--- src/core/ethirq_regs.vh ---
`ifndef ETHIRQ_REGS_VH
`define ETHIRQ_REGS_VH

`define ETHIRQ_ADDR_W          8
`define ETHIRQ_OFS_IRQ_EN      8'h00
`define ETHIRQ_OFS_IRQ_FLAG    8'h04
`define ETHIRQ_OFS_FLAG_CLR    8'h08
`define ETHIRQ_OFS_CTRL_ONE    8'h0C
`define ETHIRQ_OFS_STATUS      8'h10
`define ETHIRQ_OFS_PHY_EN      8'h14
`define ETHIRQ_OFS_PHY_REQ     8'h18
`define ETHIRQ_OFS_PKT_CNT     8'h1C
`define ETHIRQ_OFS_RX_FILT     8'h20

`define ETHIRQ_BIT_GLOBAL      7
`define ETHIRQ_BIT_PKT         6
`define ETHIRQ_BIT_DMA         5
`define ETHIRQ_BIT_LINK        4
`define ETHIRQ_BIT_TX          3
`define ETHIRQ_BIT_EN_RSVD     2
`define ETHIRQ_BIT_TXERR       1
`define ETHIRQ_BIT_RXERR       0

`define ETHIRQ_BIT_DMA_GO      5
`define ETHIRQ_BIT_TX_REQ      3

`define ETHIRQ_BIT_INT_STAT    7
`define ETHIRQ_BIT_TX_ABORT    1

`define ETHIRQ_BIT_PHY_LINK    4
`define ETHIRQ_BIT_PHY_GLOBAL  2
`define ETHIRQ_BIT_PHY_GEN     1

`define ETHIRQ_BIT_PKT_DEC     0
`define ETHIRQ_BIT_CRC_EN      5
`define ETHIRQ_BIT_WAKE_EN     0

`define ETHIRQ_RST_BYTE        8'h00
`define ETHIRQ_CNT_MAX         8'hFF
`define ETHIRQ_CNT_ONE         8'h01

`endif

--- src/core/ethirq_top.v ---
// Behaviour
// - Request fall sets transmit-done flag
// - Done and link flags sticky until cleared
// - Pin low when flag and enables set
// - Link flag stays clear until enabled
// - Link flag mirrors PHY global flag
// - PHY global flag equals PHY link flag
// - Link interrupt needs all four enables
// - Link flag ignores host writes
// - PHY request read clears link flags
// - DMA go fall sets DMA-done flag
// - Host cancel also sets DMA-done flag
// - Pending flag set while counter nonzero
// - New stored packet drives pin low
// - Counter reaching zero clears pending flag
// - Wake packet counts, flags and interrupts
// - Abort sets done flag same cycle
// - PHY request bits four and two
`timescale 1ns/1ps
`default_nettype none
`include "ethirq_regs.vh"

module ethirq_top
(
    input  wire                      i_ref_clk,
    input  wire                      i_rst_b,
    input  wire [`ETHIRQ_ADDR_W-1:0] i_avs_address,
    input  wire                      i_avs_read,
    input  wire                      i_avs_write,
    input  wire [31:0]               i_avs_writedata,
    input  wire [3:0]                i_avs_byteenable,
    output wire [31:0]               o_avs_readdata,
    output wire                      o_avs_waitrequest,
    input  wire                      i_tx_done,
    input  wire                      i_tx_abort,
    input  wire                      i_dma_done,
    input  wire                      i_link_change,
    input  wire                      i_rx_pkt_stored,
    output wire                      o_tx_request,
    output wire                      o_dma_go,
    output wire                      o_crc_check_en,
    output wire                      o_wake_filter_en,
    output wire                      o_int_n
);

    reg  [7:0]  irq_enable_q;
    reg  [7:0]  irq_enable_d;
    reg         tx_done_flag_q;
    reg         tx_done_flag_d;
    reg         dma_done_flag_q;
    reg         dma_done_flag_d;
    reg         tx_error_flag_q;
    reg         tx_error_flag_d;
    reg         rx_error_flag_q;
    reg         rx_error_flag_d;
    reg         tx_request_q;
    reg         tx_request_d;
    reg         dma_go_q;
    reg         dma_go_d;
    reg         tx_abort_status_q;
    reg         tx_abort_status_d;
    reg         phy_link_irq_en_q;
    reg         phy_link_irq_en_d;
    reg         phy_global_irq_en_q;
    reg         phy_global_irq_en_d;
    reg         phy_link_flag_q;
    reg         phy_link_flag_d;
    reg         phy_global_flag_q;
    reg         phy_global_flag_d;
    reg  [7:0]  rx_packet_counter_q;
    reg  [7:0]  rx_packet_counter_d;
    reg  [7:0]  rx_filter_q;
    reg  [7:0]  rx_filter_d;
    reg         wait_q;
    reg  [31:0] rdata_q;
    reg  [31:0] rdata_d;
    reg         int_n_q;
    reg         int_n_d;
    reg  [7:0]  flag_byte;
    reg  [7:0]  wbyte;
    reg         acc;
    reg         wr;
    reg         rd;
    reg         hit_en;
    reg         hit_clr;
    reg         hit_ctrl;
    reg         hit_stat;
    reg         hit_phy_en;
    reg         hit_phy_req;
    reg         hit_cnt;
    reg         hit_filt;
    reg         abort_ev;
    reg         pkt_inc;
    reg         pkt_dec;
    reg         link_active;
    reg         pkt_pending_flag;
    reg         link_change_flag;
    reg         any_irq;

    assign o_avs_readdata    = rdata_q;
    assign o_avs_waitrequest = wait_q;
    assign o_tx_request      = tx_request_q;
    assign o_dma_go          = dma_go_q;
    assign o_crc_check_en    = rx_filter_q[`ETHIRQ_BIT_CRC_EN];
    assign o_wake_filter_en  = rx_filter_q[`ETHIRQ_BIT_WAKE_EN];
    assign o_int_n           = int_n_q;

    always @*
    begin
        // A request is taken only in the cycle where waitrequest reads low.
        acc         = (i_avs_read | i_avs_write) & ~wait_q;
        wr          = acc & i_avs_write & i_avs_byteenable[0];
        rd          = acc & i_avs_read;
        wbyte       = i_avs_writedata[7:0];
        hit_en      = (i_avs_address == `ETHIRQ_OFS_IRQ_EN);
        hit_clr     = (i_avs_address == `ETHIRQ_OFS_IRQ_FLAG) |
                      (i_avs_address == `ETHIRQ_OFS_FLAG_CLR);
        hit_ctrl    = (i_avs_address == `ETHIRQ_OFS_CTRL_ONE);
        hit_stat    = (i_avs_address == `ETHIRQ_OFS_STATUS);
        hit_phy_en  = (i_avs_address == `ETHIRQ_OFS_PHY_EN);
        hit_phy_req = (i_avs_address == `ETHIRQ_OFS_PHY_REQ);
        hit_cnt     = (i_avs_address == `ETHIRQ_OFS_PKT_CNT);
        hit_filt    = (i_avs_address == `ETHIRQ_OFS_RX_FILT);

        pkt_pending_flag = (rx_packet_counter_q != `ETHIRQ_RST_BYTE);
        link_change_flag = phy_global_flag_q;

        flag_byte = `ETHIRQ_RST_BYTE;
        flag_byte[`ETHIRQ_BIT_PKT]   = pkt_pending_flag;
        flag_byte[`ETHIRQ_BIT_DMA]   = dma_done_flag_q;
        flag_byte[`ETHIRQ_BIT_LINK]  = link_change_flag;
        flag_byte[`ETHIRQ_BIT_TX]    = tx_done_flag_q;
        flag_byte[`ETHIRQ_BIT_TXERR] = tx_error_flag_q;
        flag_byte[`ETHIRQ_BIT_RXERR] = rx_error_flag_q;

        irq_enable_d = irq_enable_q;
        if (wr & hit_en)
        begin
            irq_enable_d = wbyte;
            irq_enable_d[`ETHIRQ_BIT_EN_RSVD] = 1'b0;
        end

        phy_link_irq_en_d   = phy_link_irq_en_q;
        phy_global_irq_en_d = phy_global_irq_en_q;
        if (wr & hit_phy_en)
        begin
            phy_link_irq_en_d   = wbyte[`ETHIRQ_BIT_PHY_LINK];
            phy_global_irq_en_d = wbyte[`ETHIRQ_BIT_PHY_GEN];
        end

        rx_filter_d = rx_filter_q;
        if (wr & hit_filt)
        begin
            rx_filter_d = wbyte;
        end

        // Hardware completion only ends a request that is really running.
        tx_request_d = tx_request_q;
        abort_ev     = i_tx_abort & tx_request_q;
        if (wr & hit_ctrl)
        begin
            tx_request_d = wbyte[`ETHIRQ_BIT_TX_REQ];
        end
        if ((i_tx_done | i_tx_abort) & tx_request_q)
        begin
            tx_request_d = 1'b0;
        end

        dma_go_d = dma_go_q;
        if (wr & hit_ctrl)
        begin
            dma_go_d = wbyte[`ETHIRQ_BIT_DMA_GO];
        end
        if (i_dma_done & dma_go_q)
        begin
            dma_go_d = 1'b0;
        end

        tx_abort_status_d = tx_abort_status_q;
        if (wr & hit_stat & wbyte[`ETHIRQ_BIT_TX_ABORT])
        begin
            tx_abort_status_d = 1'b0;
        end
        if (abort_ev)
        begin
            tx_abort_status_d = 1'b1;
        end

        // Clears come first so that a set in the same cycle wins.
        tx_done_flag_d  = tx_done_flag_q;
        dma_done_flag_d = dma_done_flag_q;
        tx_error_flag_d = tx_error_flag_q;
        rx_error_flag_d = rx_error_flag_q;
        if (wr & hit_clr)
        begin
            tx_done_flag_d  = tx_done_flag_q & ~wbyte[`ETHIRQ_BIT_TX];
            dma_done_flag_d = dma_done_flag_q & ~wbyte[`ETHIRQ_BIT_DMA];
            tx_error_flag_d = tx_error_flag_q & ~wbyte[`ETHIRQ_BIT_TXERR];
            rx_error_flag_d = rx_error_flag_q & ~wbyte[`ETHIRQ_BIT_RXERR];
        end
        if (tx_request_q & ~tx_request_d)
        begin
            tx_done_flag_d = 1'b1;
        end
        if (abort_ev)
        begin
            tx_error_flag_d = 1'b1;
        end
        if (dma_go_q & ~dma_go_d)
        begin
            dma_done_flag_d = 1'b1;
        end

        pkt_inc = i_rx_pkt_stored & (rx_packet_counter_q != `ETHIRQ_CNT_MAX);
        pkt_dec = wr & hit_cnt & wbyte[`ETHIRQ_BIT_PKT_DEC] &
                  (rx_packet_counter_q != `ETHIRQ_RST_BYTE);
        if (i_rx_pkt_stored & ~pkt_inc)
        begin
            rx_error_flag_d = 1'b1;
        end
        rx_packet_counter_d = rx_packet_counter_q;
        if (pkt_inc & ~pkt_dec)
        begin
            rx_packet_counter_d = rx_packet_counter_q + `ETHIRQ_CNT_ONE;
        end
        else if (pkt_dec & ~pkt_inc)
        begin
            rx_packet_counter_d = rx_packet_counter_q - `ETHIRQ_CNT_ONE;
        end

        phy_link_flag_d   = phy_link_flag_q;
        phy_global_flag_d = phy_global_flag_q;
        if (rd & hit_phy_req)
        begin
            phy_link_flag_d   = 1'b0;
            phy_global_flag_d = 1'b0;
        end
        if (i_link_change & phy_link_irq_en_q & phy_global_irq_en_q)
        begin
            phy_link_flag_d   = 1'b1;
            phy_global_flag_d = 1'b1;
        end

        link_active = link_change_flag & irq_enable_q[`ETHIRQ_BIT_LINK] &
                      phy_link_irq_en_q & phy_global_irq_en_q;
        any_irq = irq_enable_q[`ETHIRQ_BIT_GLOBAL] &
                  (link_active |
                   (tx_done_flag_q & irq_enable_q[`ETHIRQ_BIT_TX]) |
                   (dma_done_flag_q & irq_enable_q[`ETHIRQ_BIT_DMA]) |
                   (pkt_pending_flag & irq_enable_q[`ETHIRQ_BIT_PKT]) |
                   (tx_error_flag_q & irq_enable_q[`ETHIRQ_BIT_TXERR]) |
                   (rx_error_flag_q & irq_enable_q[`ETHIRQ_BIT_RXERR]));
        int_n_d = ~any_irq;

        // Read data is latched on the wait cycle, so it stands when taken.
        rdata_d = 32'h0000_0000;
        if (hit_en)
        begin
            rdata_d[7:0] = irq_enable_q;
        end
        else if (hit_clr)
        begin
            rdata_d[7:0] = flag_byte;
        end
        else if (hit_ctrl)
        begin
            rdata_d[`ETHIRQ_BIT_DMA_GO] = dma_go_q;
            rdata_d[`ETHIRQ_BIT_TX_REQ] = tx_request_q;
        end
        else if (hit_stat)
        begin
            rdata_d[`ETHIRQ_BIT_INT_STAT] = ~int_n_q;
            rdata_d[`ETHIRQ_BIT_TX_ABORT] = tx_abort_status_q;
        end
        else if (hit_phy_en)
        begin
            rdata_d[`ETHIRQ_BIT_PHY_LINK] = phy_link_irq_en_q;
            rdata_d[`ETHIRQ_BIT_PHY_GEN]  = phy_global_irq_en_q;
        end
        else if (hit_phy_req)
        begin
            rdata_d[`ETHIRQ_BIT_PHY_LINK]   = phy_link_flag_q;
            rdata_d[`ETHIRQ_BIT_PHY_GLOBAL] = phy_global_flag_q;
        end
        else if (hit_cnt)
        begin
            rdata_d[7:0] = rx_packet_counter_q;
        end
        else if (hit_filt)
        begin
            rdata_d[7:0] = rx_filter_q;
        end
    end

    always @(posedge i_ref_clk or negedge i_rst_b)
    begin
        if (!i_rst_b)
        begin
            irq_enable_q        <= `ETHIRQ_RST_BYTE;
            tx_done_flag_q      <= 1'b0;
            dma_done_flag_q     <= 1'b0;
            tx_error_flag_q     <= 1'b0;
            rx_error_flag_q     <= 1'b0;
            tx_request_q        <= 1'b0;
            dma_go_q            <= 1'b0;
            tx_abort_status_q   <= 1'b0;
            phy_link_irq_en_q   <= 1'b0;
            phy_global_irq_en_q <= 1'b0;
            phy_link_flag_q     <= 1'b0;
            phy_global_flag_q   <= 1'b0;
            rx_packet_counter_q <= `ETHIRQ_RST_BYTE;
            rx_filter_q         <= `ETHIRQ_RST_BYTE;
            wait_q              <= 1'b1;
            rdata_q             <= 32'h0000_0000;
            int_n_q             <= 1'b1;
        end
        else
        begin
            irq_enable_q        <= irq_enable_d;
            tx_done_flag_q      <= tx_done_flag_d;
            dma_done_flag_q     <= dma_done_flag_d;
            tx_error_flag_q     <= tx_error_flag_d;
            rx_error_flag_q     <= rx_error_flag_d;
            tx_request_q        <= tx_request_d;
            dma_go_q            <= dma_go_d;
            tx_abort_status_q   <= tx_abort_status_d;
            phy_link_irq_en_q   <= phy_link_irq_en_d;
            phy_global_irq_en_q <= phy_global_irq_en_d;
            phy_link_flag_q     <= phy_link_flag_d;
            phy_global_flag_q   <= phy_global_flag_d;
            rx_packet_counter_q <= rx_packet_counter_d;
            rx_filter_q         <= rx_filter_d;
            int_n_q             <= int_n_d;
            if ((i_avs_read | i_avs_write) & wait_q)
            begin
                wait_q  <= 1'b0;
                rdata_q <= rdata_d;
            end
            else
            begin
                wait_q <= 1'b1;
            end
        end
    end

endmodule // ethirq_top

`default_nettype wire

--- config.mk ---
export PLATFORM = sky130hd
export DESIGN_NAME = ethirq_top
export DESIGN_NICKNAME = d
export VERILOG_FILES = /design/src/core/ethirq_top.v
export VERILOG_INCLUDE_DIRS = /design/src /design/src/core
export SDC_FILE = /design/constraint.sdc
export NUM_CORES = 1
export LEC_CHECK = 0
export BUFFER_PORTS_ARGS = -buffer_cell sky130_fd_sc_hd__buf_2
export CELL_PAD_IN_SITES_DETAIL_PLACEMENT = 2
export CELL_PAD_IN_SITES_GLOBAL_PLACEMENT = 2
export CORE_MARGIN = 3
export CORE_UTILIZATION = 30
export CTS_CLUSTER_SIZE = 12
export DETAILED_ROUTE_END_ITERATION = 8
export GPL_TIMING_DRIVEN = 0
export PLACE_DENSITY = 0.85
export REMOVE_ABC_BUFFERS = 1
export SKIP_CTS_REPAIR_TIMING = 1
export SYNTH_ARGS = -nofsm -noshare
export SYNTH_HDL_FRONTEND = slang
export SYNTH_SLANG_ARGS = --single-unit
--- constraint.sdc ---
create_clock -name i_ref_clk -period 3.45 [get_ports i_ref_clk]
set_input_delay 0.1725 -clock i_ref_clk [delete_from_list [all_inputs] [get_ports i_ref_clk]]
set_output_delay 0.1725 -clock i_ref_clk [all_outputs]
set_load 0.1 [all_outputs]
==> results of run 1 <==
-- sequential cells by signal (all words and copies together), names as in the netlist, 7 cells and up --
name / flops
irq_enable_q: 7
rx_filter_q: 8
o_avs_readdata: 8
rx_packet_counter_q: 8
-- critical path, stage by stage (launching register included) --
cell and delay [ns]:
dfrtp_1 0.50, nor4_1 0.38, nand2_1 0.16, nand4_1 0.14
ha_1 0.28, inv_1 0.19, fa_1 0.43, a21o_1 0.18
a21oi_1 0.24, o21bai_1 0.12, o311ai_0 0.32
-- layout make-up --
| class | instances | area [sq um] |
|---|---|---|
| Multi-Input combinational cell | 224 | 1500 |
| Inverter | 5 | 18.8 |
| Tap cell | 108 | 135 |
| Clock buffer | 5 | 68.8 |
| Timing Repair Buffer | 39 | 195 |
| Sequential cell | 43 | 1080 |
| Clock inverter | 3 | 15.0 |
| Fill cell | 997 | 5790 |
-- Yosys cell counts (5+ instances only) --
| cell type | n |
|---|---|
| nor3_1 | 5 |
| buf_4 | 24 |
| dfrtp_1 | 41 |
| ha_1 | 7 |
| a22o_1 | 7 |
| nand3_1 | 7 |
| a22oi_1 | 5 |
| inv_1 | 5 |
| mux2_2 | 17 |
| nand2_1 | 24 |
| a21oi_1 | 13 |
| clkbuf_1 | 5 |
| nor2_1 | 18 |
| nand4_1 | 7 |
| o21ai_0 | 19 |
-- path summary, 6_finish.rpt --
kind | startpoint | to | slack, ns | cells past startpoint
setup / recovery | rx_packet_counter_q[0] | rx_packet_counter_q[6] | 0.42 | 10
hold / removal | i_rst_b | o_avs_readdata[4] | 0.03 | 1
setup reg to reg | rx_packet_counter_q[0] | rx_packet_counter_q[6] | 0.42 | 10
hold reg to reg | irq_enable_q[7] | o_int_n | 0.43 | 1
max in group asynchronous | i_rst_b | irq_enable_q[3] | 2.77 | 1
min in group i_ref_clk | i_dma_done | o_dma_go | 0.04 | 2
-- per-layer routing --
metal	global-route usage [%]	routed length [microns]
met5	0	0
met2	27.4	3970
met3	3.44	335
met1	20.3	3460
met4	4.81	113
-- cell families (layout without fill, tap and decap cells) --
family / count (synthesis) / in the layout / share of synthesized area (%)
AND/OR/NAND/NOR: 90 / 90 / 17.9
AO/OA/AOI/OAI: 74 / 74 / 18.3
flip-flops: 43 / 43 / 39.4
buffers and inverters: 39 / 52 / 9.36
multiplexers: 22 / 22 / 9.18
adder cells (fa/ha/maj): 8 / 8 / 3.93
XOR/XNOR: 6 / 6 / 1.92
other: 1 / 24 / 0.137
-- power breakdown --
group / internal (uW) / switching, uW
Clock: 139 / 189
Sequential: 565 / 114
Combinational: 221 / 389
Total: 926 / 692
-- per-stage QoR --
| stage | worst slack (ns) | utilization, % | hold WS (ns) |
|---|---|---|---|
| 2_1_floorplan | 0.560 | - | -0.123 |
| 3_3_place_gp | 0.0528 | 33.1 | 0.370 |
| 3_5_place_dp | 0.0288 | 33.1 | 0.373 |
| 4_1_cts | 0.309 | 34.1 | 0.0382 |
| 5_1_grt | 0.113 | 34.2 | 0.0373 |
| 6_report | 0.420 | 34.2 | 0.0312 |
==> impl_metrics.env, run 1 <==
export IMPL_status="finished, final reports clean"
export IMPL_chipHeight_microns=102
export IMPL_final_common_cell="dfrtp_1"
export IMPL_cp_required_ns=3.64
export IMPL_worstSetupPathType="reg -> reg"
export IMPL_ir_drop_mv=0.220
export IMPL_cts_htree_levels=2
export IMPL_yosys_warnings=0
export IMPL_vias=2323
export IMPL_grt_use_total_pct=16.0
export IMPL_dp_cells=419
export IMPL_synthDistinctLibCells=64
export IMPL_fmax_mhz=330
export IMPL_n_antenna_cell=0
export IMPL_setup_viol=0
export IMPL_grt_max_degree=44
export IMPL_grt_antenna_before_repair=0
export IMPL_hold_violations=0
export IMPL_cp_arrival_ns=3.22
export IMPL_cts_sinks=43
export IMPL_grt_pass1_vias=2489
export IMPL_place_hpwl_mm=5.82
export IMPL_stdcell_area_sq_um=3010
export IMPL_worstHoldPathType="in -> async"
export IMPL_core_sq_um=8810
export IMPL_drive_gt1_share_pct=26.0
export IMPL_grt_pass1_wl_mm=12.8
export IMPL_port_buffers=39
export IMPL_ys_ff_latch=43
export IMPL_syn_area_per_cell_sq_um=9.68
export IMPL_synthToLayoutAreaGrowth_pct=10.0
export IMPL_synth_area_leaders="dfrtp_1, mux2_2, buf_4"
export IMPL_synth_area_sq_um=2740
export IMPL_dieArea_sq_um=10300
export IMPL_io_pins=91
export IMPL_power_uw=1620
export IMPL_clockBufferDepth=2
export IMPL_drt_iter0_markers=74
export IMPL_vias_per_cell=5.44
export IMPL_synth_edf_count=0
export IMPL_worstPathMaxFanout=7
export IMPL_start_util_pct=31.1
export IMPL_maxCapViolations=0
export IMPL_start_kind="flop"
export IMPL_tns_ns=0
export IMPL_yosysSeqAreaShare_pct=39.4
export IMPL_wl_mm=7.87
export IMPL_gp_congestion=0.826
export IMPL_fin_nets=379
export IMPL_ant_nets=0
export IMPL_layout_cells_non_filler=427
export IMPL_clk_latency_ns=0.31
export IMPL_fp_dieW_microns=102
export IMPL_synth_ff_type="dfrtp_1"
export IMPL_finalCritPeriodShare_pct=87.8
export IMPL_dr_pass1_iters=5
export IMPL_grt_overflow_total=0
export IMPL_worst_pin_slew_ns=1.02
export IMPL_most_common_layout_cells="dfrtp_1, buf_2, nand2_1, conb_1, o21ai_0"
export IMPL_skew_ns=0.0162
export IMPL_avgRoutedWirePerCell_microns=18.4
export IMPL_dpl_cell_area_sq_um=2920
export IMPL_p_leak_uw=0.00141
export IMPL_slew_viol_final=0
export IMPL_critPathCaptureType="flop"
export IMPL_cts_root_buf="clkbuf_8"
export IMPL_cts_tree="done"
export IMPL_synthCells=283
export IMPL_synth_top_area_share_pct=37.4
export IMPL_cts_made_buffers=5
export IMPL_async_reset_ff_share_pct=100
export IMPL_drc_errors=0
export IMPL_rsz0062_at_grt="no"
export IMPL_clk_pin_slew_ns=0.09
export IMPL_relSlewSlack_pct=32.3
export IMPL_power_density_nw_per_um2=537
export IMPL_synth_largest_area_cell="dfrtp_1"
export IMPL_num_rows=34
export IMPL_min_period_ns=3.03
No activity file was read; power rests on OpenSTA's default activity.
==> run 2: changes to the inputs <==
--- a/config.mk
+++ b/config.mk
@@ -9,9 +9,9 @@
 export BUFFER_PORTS_ARGS = -buffer_cell sky130_fd_sc_hd__buf_2
 export CELL_PAD_IN_SITES_DETAIL_PLACEMENT = 2
 export CELL_PAD_IN_SITES_GLOBAL_PLACEMENT = 2
+export CORE_ASPECT_RATIO = 0.7
 export CORE_MARGIN = 3
 export CORE_UTILIZATION = 30
-export CTS_CLUSTER_SIZE = 12
 export DETAILED_ROUTE_END_ITERATION = 8
 export GPL_TIMING_DRIVEN = 0
 export PLACE_DENSITY = 0.85
==> impl_metrics.env, run 2 (synthesis results as in run 1) <==
export IMPL_path_buf_inv=1
export IMPL_finalHoldWorstSlack_ns=0.0650
export IMPL_relSlewSlack_pct=17.1
export IMPL_finalCritPeriodShare_pct=89.9
export IMPL_slowest_stage="dfstp_2"
export IMPL_io_pins=91
export IMPL_setup_viol=0
export IMPL_worstSetupPathType="reg -> reg"
export IMPL_critPathCaptureType="flop"
export IMPL_cts_root_buf="clkbuf_16"
export IMPL_p_leak_uw=0.00144
export IMPL_num_rows=28
export IMPL_cts_tree="done"
export IMPL_cts_htree_levels=2
export IMPL_fp_dieW_microns=120
export IMPL_critical_path_most_common_cell="ha_1"
export IMPL_vias_per_cell=5.39
export IMPL_start_kind="flop"
export IMPL_ir_drop_mv=0.174
export IMPL_max_stage_delay_ns=0.39
export IMPL_final_common_cell="dfrtp_1"
export IMPL_worst_pin_slew_ns=1.23
export IMPL_dieArea_sq_um=10300
export IMPL_grt_util_met1_pct=27.1
export IMPL_fin_nets=379
export IMPL_use_met3_pct=4.22
export IMPL_fill_cells=985
export IMPL_power_density_nw_per_um2=573
export IMPL_path_cells="nand3b_1 > nor2_1 > nand4_1 > ha_1 > inv_1 > ha_1 > a21oi_1 > o22ai_1 > o41ai_2 > xnor2_1 > o32ai_1"
export IMPL_start_util_pct=31.7
export IMPL_drc_errors=0
export IMPL_clockBufferDepth=2
export IMPL_multiInputGateArea_sq_um=1510
export IMPL_grt_antenna_before_repair=0
export IMPL_cts_sinks=43
export IMPL_most_common_layout_cells="dfrtp_1, buf_2, nand2_1, conb_1, o21ai_0"
export IMPL_clk_pin_slew_ns=0.06
export IMPL_core_sq_um=8650
export IMPL_post_route_util_pct=35.8
export IMPL_worstHoldPathType="in -> async"
export IMPL_chipHeight_microns=86.0
export IMPL_dr_pass1_iters=4
export IMPL_grt_overflow_total=0
export IMPL_grt_max_degree=44
export IMPL_min_period_ns=3.10
export IMPL_clk_latency_ns=0.29
export IMPL_hold_violations=0
export IMPL_cts_made_buffers=5
export IMPL_synthToLayoutAreaGrowth_pct=12.9
export IMPL_avgRoutedWirePerCell_microns=20.7
export IMPL_ant_nets=0
export IMPL_gp_congestion=0.804
export IMPL_busiest_layer="met2"
export IMPL_drt_iter0_markers=191
export IMPL_grt_use_total_pct=18.5
export IMPL_grt_pass1_wl_mm=14.7
export IMPL_worstPathMaxFanout=7
export IMPL_grt_pass1_vias=2482
export IMPL_n_antenna_cell=0
export IMPL_wl_mm=9.10
export IMPL_rsz0062_at_grt="no"
export IMPL_drive_gt1_share_pct=25.4
export IMPL_grt_met2_usage_pct=27.7
export IMPL_slew_viol_final=0
export IMPL_port_buffers=39
export IMPL_path_depth=11
export IMPL_status="finished, final reports clean"
export IMPL_maxCapViolations=0
export IMPL_vias=2368
export IMPL_cp_arrival_ns=3.30
export IMPL_fmax_mhz=322
export IMPL_place_hpwl_mm=6.80
export IMPL_critPathTopFamily="compound AO/OA/AOI/OAI gates"
export IMPL_cp_required_ns=3.65
export IMPL_regArea_sq_um=1080
export IMPL_ff2ff_path_depth=11
export IMPL_skew_ns=0.00613
## run 2: cell types whose count changed in the layout (fill, tap and decap cells not counted), sizes merged
cell	change
clkinv	-2
clkbuf	+2
## run 2: per-stage QoR
stage	setup TNS [ns]	area, sq um	worst slack, ns	total power, uW	cells
finish	0	3090	0.348	1770	439
global route	0	3090	0.0860	1900	439
CTS	-0.0187	3070	-0.0187	1780	439
detailed placement	-0.500	2930	-0.314	1300	431
global placement	-0.158	2930	-0.152	1260	431
floorplan	0	2590	0.560	1120	272
## run 2: layer usage
layer	part of all wire (%)	vias to the layer above
li1	-	1069
met1	49	1221
met2	44	74
met3	6.1	4
met4	0.34	0
met5	0	-
## run 2: worst paths after layout
path	slack, ns	start	endpoint
hold / removal	0.07	i_rst_b	o_avs_readdata[0]
hold reg to reg	0.44	irq_enable_q[7]	o_int_n
setup reg to reg	0.35	o_avs_waitrequest	rx_packet_counter_q[7]
min in group i_ref_clk	0.07	i_dma_done	o_dma_go
setup / recovery	0.35	o_avs_waitrequest	rx_packet_counter_q[7]
max in group asynchronous	2.73	i_rst_b	tx_done_flag_q
## run 2: final cells by class
| cell class | count | area share, % |
|---|---|---|
| Clock buffer | 7 | 4.29 |
| Clock inverter | 1 | 0.162 |
| Inverter | 5 | 0.607 |
| Multi-Input combinational cell | 224 | 48.9 |
| Sequential cell | 43 | 34.9 |
| Tap cell | 120 | 4.85 |
| Timing Repair Buffer | 39 | 6.31 |
## run 2: power by group
| group | leakage [uW] | internal [uW] | switching, uW |
|---|---|---|---|
| logic | 0.000792 | 222 | 408 |
| clock network | 0.0000679 | 268 | 201 |
| registers | 0.000576 | 566 | 109 |
